`src/rtl/brs_defs.svh`:
```
`ifndef BRS_DEFS_SVH
`define BRS_DEFS_SVH

// Bus widths
`define BRS_ADDR_W 16
`define BRS_CS_W 8

// Reset values
`define BRS_ADDR_RST 16'h0000
`define BRS_CS_IDLE 8'hFF

// Clock source select codes
`define BRS_SRC_MAIN 1'b0
`define BRS_SRC_FAST 1'b1

`endif

```
`src/rtl/brs_pkg.sv`:
```
`include "brs_defs.svh"

package brs_pkg;

  // Bus ownership per phase-two cycle
  typedef enum logic [2:0] {
    OWN_CORE = 3'b001,
    OWN_STALL = 3'b010,
    OWN_EXT = 3'b100
  } brs_owner_t;

  // One access by an outside master to internal memory
  typedef struct packed {
    logic [`BRS_ADDR_W-1:0] addr;
    logic write;
  } brs_ext_acc_t;

endpackage

```
`src/rtl/brs_bus_release_ctrl.sv`:
```
// Behaviour
// - Select 0 times phase-two and chip selects from main clock; 1 from fast clock.
// - Release input low phase means bus release; high phase means processor stall.
// - Holding release low in high phase stalls each cycle; memory bus stays driven.
// - Phase-two output keeps toggling normally while the processor is stalled.
// - Release low in the low phase turns off the address output drivers.
// - During release, address pins are inputs; outside master reads or writes memory.
`timescale 1ns/1ps
`include "brs_defs.svh"

module brs_bus_release_ctrl
  import brs_pkg::*;
(
  // Clock and reset
  input wire logic sys_clk,
  input wire logic reset_n,
  // Clock pins and source select
  input wire logic main_clock_in,
  input wire logic fast_clock_in,
  input wire logic phase_clock_source_select,
  // Bus control pins
  input wire logic bus_release_input,
  input wire logic write_enable_low,
  // Address pins, three-signal form
  input wire logic [`BRS_ADDR_W-1:0] addr_pin_in,
  output logic [`BRS_ADDR_W-1:0] addr_pin_out,
  output logic [`BRS_ADDR_W-1:0] addr_pin_oe,
  // Core side
  input wire logic [`BRS_ADDR_W-1:0] core_addr,
  input wire logic [`BRS_CS_W-1:0] core_cs_req,
  output logic core_stall_r,
  output logic bus_released_r,
  output brs_ext_acc_t ext_acc_r,
  output logic ext_acc_valid_r,
  // Clock and select outputs
  output logic phase_two_clock_out,
  output logic [`BRS_CS_W-1:0] chip_select_outputs_n
);

  logic [1:0] clk_lvl;
  logic [1:0] ctl_lvl;
  logic [`BRS_ADDR_W-1:0] addr_lvl;
  logic src_lvl;
  logic phi_rise;
  logic phi_fall;
  brs_owner_t owner_r;
  brs_owner_t owner_nxt;
  logic rel_low;
  logic wr_low;

  // Pin synchronisers for the clocks, control pins and address pins
  brs_pin_sync #(.W(2)) u_clk_sync (
    .sys_clk(sys_clk),
    .reset_n(reset_n),
    .pin_in({fast_clock_in, main_clock_in}),
    .level_out(clk_lvl)
  );

  brs_pin_sync #(.W(2)) u_ctl_sync (
    .sys_clk(sys_clk),
    .reset_n(reset_n),
    .pin_in({~write_enable_low, ~bus_release_input}),
    .level_out(ctl_lvl)
  );

  brs_pin_sync #(.W(`BRS_ADDR_W)) u_addr_sync (
    .sys_clk(sys_clk),
    .reset_n(reset_n),
    .pin_in(addr_pin_in),
    .level_out(addr_lvl)
  );

  // Control pins as active-high requests; reset level of the chain equals idle pins
  assign rel_low = ctl_lvl[0];
  assign wr_low = ctl_lvl[1];

  assign src_lvl = (phase_clock_source_select == `BRS_SRC_FAST) ? clk_lvl[1] : clk_lvl[0];
  assign phi_rise = src_lvl & ~phase_two_clock_out;
  assign phi_fall = ~src_lvl & phase_two_clock_out;

  // phase-two follows its source, independent of stall
  always_ff @(posedge sys_clk or negedge reset_n) begin
    if (!reset_n) begin
      phase_two_clock_out <= 1'b0;
    end else begin
      phase_two_clock_out <= src_lvl;
    end
  end

  // chip selects timed by the same phase-two edges
  always_ff @(posedge sys_clk or negedge reset_n) begin
    if (!reset_n) begin
      chip_select_outputs_n <= `BRS_CS_IDLE;
    end else if (phi_rise) begin
      chip_select_outputs_n <= ~core_cs_req;
    end else if (phi_fall) begin
      chip_select_outputs_n <= `BRS_CS_IDLE;
    end
  end

  // phase decides meaning of release input
  always_comb begin
    owner_nxt = owner_r;
    if (phi_rise) begin
      // End of low phase: release decision
      if (rel_low) begin
        owner_nxt = OWN_EXT;
      end else if (owner_r == OWN_EXT) begin
        owner_nxt = OWN_CORE;
      end
    end else if (phi_fall) begin
      // End of high phase: stall decision
      if (rel_low && owner_r != OWN_EXT) begin
        owner_nxt = OWN_STALL;
      end else if (!rel_low && owner_r == OWN_STALL) begin
        owner_nxt = OWN_CORE;
      end
    end
  end

  always_ff @(posedge sys_clk or negedge reset_n) begin
    if (!reset_n) begin
      owner_r <= OWN_CORE;
    end else begin
      owner_r <= owner_nxt;
    end
  end

  always_ff @(posedge sys_clk or negedge reset_n) begin
    if (!reset_n) begin
      core_stall_r <= 1'b0;
      bus_released_r <= 1'b0;
    end else begin
      core_stall_r <= (owner_nxt == OWN_STALL);
      bus_released_r <= (owner_nxt == OWN_EXT);
    end
  end

  always_ff @(posedge sys_clk or negedge reset_n) begin
    if (!reset_n) begin
      addr_pin_out <= `BRS_ADDR_RST;
      addr_pin_oe <= '0;
    end else begin
      addr_pin_out <= core_addr;
      addr_pin_oe <= {`BRS_ADDR_W{owner_nxt != OWN_EXT}};
    end
  end

  // outside master access on each released high phase
  always_ff @(posedge sys_clk or negedge reset_n) begin
    if (!reset_n) begin
      ext_acc_r <= '0;
      ext_acc_valid_r <= 1'b0;
    end else begin
      ext_acc_valid_r <= phi_fall && owner_r == OWN_EXT;
      if (phi_fall && owner_r == OWN_EXT) begin
        ext_acc_r.addr <= addr_lvl;
        ext_acc_r.write <= wr_low;
      end
    end
  end
endmodule

```
`src/rtl/brs_pin_sync.sv`:
```
`timescale 1ns/1ps

module brs_pin_sync #(
  parameter int W = 1
) (
  // Clock and reset
  input wire logic sys_clk,
  input wire logic reset_n,
  // Pin side
  input wire logic [W-1:0] pin_in,
  // Clean level
  output logic [W-1:0] level_out
);

  logic [W-1:0] s1_r;
  logic [W-1:0] s2_r;
  logic [W-1:0] s3_r;

  // Three-stage chain; first stage feeds only the second
  always_ff @(posedge sys_clk or negedge reset_n) begin
    if (!reset_n) begin
      s1_r <= '0;
      s2_r <= '0;
      s3_r <= '0;
    end else begin
      s1_r <= pin_in;
      s2_r <= s1_r;
      s3_r <= s2_r;
    end
  end

  // Accept a bit only once stages two and three agree
  always_ff @(posedge sys_clk or negedge reset_n) begin
    if (!reset_n) begin
      level_out <= '0;
    end else begin
      for (int i = 0; i < W; i++) begin
        if (s2_r[i] == s3_r[i]) begin
          level_out[i] <= s2_r[i];
        end
      end
    end
  end

endmodule

```
`config.mk`:
```
export PLATFORM = sky130hd
export DESIGN_NAME = brs_bus_release_ctrl
export DESIGN_NICKNAME = d
export VERILOG_FILES = /design/src/rtl/brs_pkg.sv /design/src/rtl/brs_bus_release_ctrl.sv /design/src/rtl/brs_pin_sync.sv
export VERILOG_INCLUDE_DIRS = /design/src /design/src/rtl
export SDC_FILE = /design/constraint.sdc
export NUM_CORES = 1
export LEC_CHECK = 0
export BUFFER_PORTS_ARGS = -buffer_cell sky130_fd_sc_hd__buf_4
export CORE_UTILIZATION = 35
export DETAILED_ROUTE_END_ITERATION = 12
export HOLD_SLACK_MARGIN = 0.03
export PLACE_DENSITY = 0.62
export SLEW_MARGIN = 5
export SYNTH_ARGS = -nofsm -noshare
export SYNTH_HDL_FRONTEND = slang
export SYNTH_SLANG_ARGS = --single-unit
export TNS_END_PERCENT = 50
```
`constraint.sdc`:
```
create_clock -name sys_clk -period 4.7 [get_ports sys_clk]
set_clock_uncertainty 0.15 [all_clocks]
set_input_delay 1.41 -clock sys_clk [delete_from_list [all_inputs] [get_ports sys_clk]]
set_output_delay 1.41 -clock sys_clk [all_outputs]
set_load 0.005 [all_outputs]
```
==> impl_metrics.py <==
metrics = {
    "power_and_ir_drop": {
        "combPwrFrac_pct": 16.1,
        "switching_share_pct": 23.00,
        "internal_power_w": 0.002379,
        "p_per_area_nw_per_um2": 556.1,
        "p_leak_nw": 2.560,
        "ir_drop_uv": 298.1,
        "power_frac_seq_pct": 44.6,
        "pwr-share-clk_pct": 39.3,
        "switchingPower_w": 0.0007105,
    },
    "sta": {
        "fmax_ghz": 0.3584,
        "fin_crit_sh_pct": 59.37,
        "maxSlewViolCount": 0,
        "hold_violations": 0,
        "whs_ps": 193.2,
        "worst_pin_slew_ps": 890.2,
        "timing.final.ws_setup_ps": 1910,
        "min_period_ps": 2790,
        "setup_tns_ps": 0,
        "rsz0062_at_grt": "false",
        "slew_headroom_pct": 40.65,
        "setup_violations": 0,
    },
    "die": {
        "die_area_um2": 12320,
        "io_pins": 108,
        "core_area_um2": 11520,
        "die_x_um": 111.0,
        "initial_core_util_pct": 36.11,
        "rows": 39,
        "dieHeight_um": 111.0,
    },
    "clock_tree": {
        "cts-hold-fix-buffers": 0,
        "cts_setup_buffers": 0,
        "cts_tree": "built",
        "root_buffer": "clkbuf_16",
        "post_cts_resized": 0,
        "cts-buffers-inserted": 17,
        "h-tree-depth": 4,
        "path_clk_slew_ps": 50,
        "clockBufferDepth": 2,
        "cts_sinks": 129,
        "clock_latency_ps": 400,
    },
    "critical_path": {
        "reg2reg_slack_ps": 2730,
        "ff2ff_path_depth": 6,
        "crit_type": "in -> reg",
        "worstPathArrival_ps": 2860,
        "crit_required_ps": 4770,
        "r2r_end": "core_stall_r$_DFF_PN0_",
        "cp_num_buf_inv": 3,
        "slowest_stage": "ha_1",
        "crit_family": "adder cells",
        "cp_cell_sequence": "buf_4 -> mux2i_1 -> inv_1 -> ha_1 -> inv_1 -> o2111ai_1 -> o311ai_0",
        "cp_common_cell": "inv_1",
        "cp_max_fo": 17,
        "start_kind": "primary input",
        "end_kind": "flip-flop",
        "rr_startpoint": "u_clk_sync.level_out[1]$_DFFE_PN0N_",
        "max_stage_delay_ps": 520,
    },
    "place": {
        "port_buffers": 107,
        "placedInstanceArea_um2": 5000,
        "dp_slack_ps": 1544,
        "place.gp.congestion": 0.6508,
        "post-dp-hpwl_mm": 4.084,
        "dp.cells": 468,
    },
    "status": {
        "violations": "design-rule violations",
        "status": "finished with violations",
    },
    "grt": {
        "grt_pass1_vias": 2322,
        "grt_max_degree": 103,
        "grt_usage_pct": 11.56,
        "grt-ovfl-total": 0,
        "grt_pass1_wl_mm": 10.92,
        "antenna_found_initial": 0,
    },
    "final_layout": {
        "multiInputGateArea_um2": 729.5,
        "stdcell_area_um2": 5557,
        "syn_to_final_growth_pct": 33.60,
        "drive_gt1_share_pct": 48.46,
        "num_antenna_cells": 0,
        "fin_nets": 393,
        "final-seq-area_um2": 3239,
        "stdcell_count": 500,
        "n_fill_cell": 1009,
    },
    "drt": {
        "first_pass_iters": 8,
        "wirelength_mm": 6.389,
        "drt_iter0_drc": 154,
        "drt-wirelength-per-cell_um": 12.78,
        "vias": 2185,
        "drcViolationCount": 9,
        "via_per_inst": 4.370,
        "drtAntennaViolNets": 0,
    },
    "yosys": {
        "synthCells": 237,
        "ys_types": 27,
        "synth_area_um2": 4159,
        "ys_seq_area_share_pct": 77.89,
        "synth_warnings": 0,
        "synth_nets": 286,
        "ys_seq_elements": 129,
        "avgSynthCellArea_um2": 17.55,
    },
    "job": {
        "drv_cap": 0,
    },
    "hold_path": {
        "min_path_type": "reg -> reg",
        "holdPathEnd": "u_addr_sync.s2_r[11]$_DFF_PN0_",
        "min_from": "u_addr_sync.s1_r[11]$_DFF_PN0_",
        "holdPathStages": 0,
    },
}
[per-stage QoR]
stage | utilization, % | total power [W]
final | 48.25 | 0.003090
after global routing | 48.25 | 0.003249
after CTS | 48.25 | 0.003146
after detailed placement | 43.42 | 0.001904
after global placement | 43.42 | 0.001886
after floorplan | - | 0.001642
[Yosys cell counts]
master       n  share of area (%)
nor2b_1      1               0.15
o21ai_0      5               0.60
mux2i_1      1               0.24
dfrtp_1    120                 72
o311ai_0     1               0.21
o21a_1       1               0.18
o2111ai_1    2               0.42
inv_1        8               0.72
a31oi_1      2               0.30
nor2_1       1              0.090
o31ai_1      1               0.18
a22oi_1      1               0.18
clkbuf_1     3               0.27
mux2_4       9                3.2
and3_4       1               0.27
o211a_1      1               0.24
maj3_1      20                4.8
buf_12       1               0.48
nor4bb_1     1               0.24
nand2_1     12                1.1
mux2_2      16                4.3
buf_2        1               0.12
buf_4       15                2.7
buf_6        1               0.27
dfstp_2      9                5.7
nor2_2       1               0.15
ha_1         2               0.60
[power by group through the flow]
stage          registers, W  logic (W)  clock network [W]
6_report            0.00138   0.000497            0.00121
5_1_grt             0.00140   0.000539            0.00131
4_1_cts             0.00138   0.000506            0.00126
3_5_place_dp        0.00140   0.000503                  0
2_1_floorplan       0.00139   0.000256                  0
3_3_place_gp        0.00139   0.000493                  0
[routing by layer]
metal	global-route usage [%]	wire [um]
met5	0	0
met3	5.413	431
met1	13.85	2741
met2	17.23	3138
met4	6.396	78
[cells in the final DEF (no fill, tap or decap)]
master and n:
o311ai_0 1, clkinvlp_4 3, mux2_4 9, a22oi_1 1
nor2_2 1, and3_4 1, a31oi_1 2, o211a_1 1
buf_6 1, dfstp_2 9, o21ai_0 5, nor2_1 1
o2111ai_1 2, mux2_2 16, inv_1 8, o21a_1 1
clkbuf_1 4, clkinv_2 5, nand2_1 12, dfrtp_1 120
nor2b_1 1, nor4bb_1 1, clkbuf_16 17, buf_4 108
bufinv_16 2, o31ai_1 1, maj3_1 20, clkinv_4 1
ha_1 2, mux2i_1 1
[registers in the layout, summed over array words and instances (netlist names), 2 cells and up]
register and count:
u_clk_sync.level_out 2, u_clk_sync.s2_r 2, u_addr_sync.s3_r 16, owner_r 3, u_addr_sync.s2_r 16, u_clk_sync.s3_r 2
u_ctl_sync.s2_r 2, ext_acc_r 17, u_ctl_sync.level_out 2, u_ctl_sync.s3_r 2, u_addr_sync.level_out 16, chip_select_outputs_n 8
addr_pin_out 16, u_clk_sync.s1_r 2, u_addr_sync.s1_r 16, u_ctl_sync.s1_r 2
[final cells by class]
type	count	area share, %
Sequential cell	129	58.30
Timing Repair Buffer	109	14.79
Multi-Input combinational cell	79	13.13
Clock buffer	21	7.926
Tap cell	143	3.220
Clock inverter	11	2.094
Inverter	8	0.5404
[logic make-up after synthesis]
kind of cell / synth area share (%)
flip-flops: 77.89
buffers and inverters: 4.573
multiplexers: 7.822
adder cells (fa/ha/maj): 5.415
AND/OR/NAND/NOR: 1.986
AO/OA/AOI/OAI: 2.317
[how the worst max path moves through the flow]
stage | cells after the start | end | from | slack (ps)
detailed placement | 5 | ext_acc_r[4]$_DFFE_PN0P_ | phase_clock_source_select | 1540
floorplan | 6 | ext_acc_r[10]$_DFFE_PN0P_ | phase_clock_source_select | 1810
global route | 7 | core_stall_r$_DFF_PN0_ | phase_clock_source_select | 1770
global placement | 5 | ext_acc_r[2]$_DFFE_PN0P_ | phase_clock_source_select | 1590
finish | 7 | core_stall_r$_DFF_PN0_ | phase_clock_source_select | 1910
CTS | 7 | core_stall_r$_DFF_PN0_ | phase_clock_source_select | 1890
Note: power is estimated with default switching activity, not from simulation.
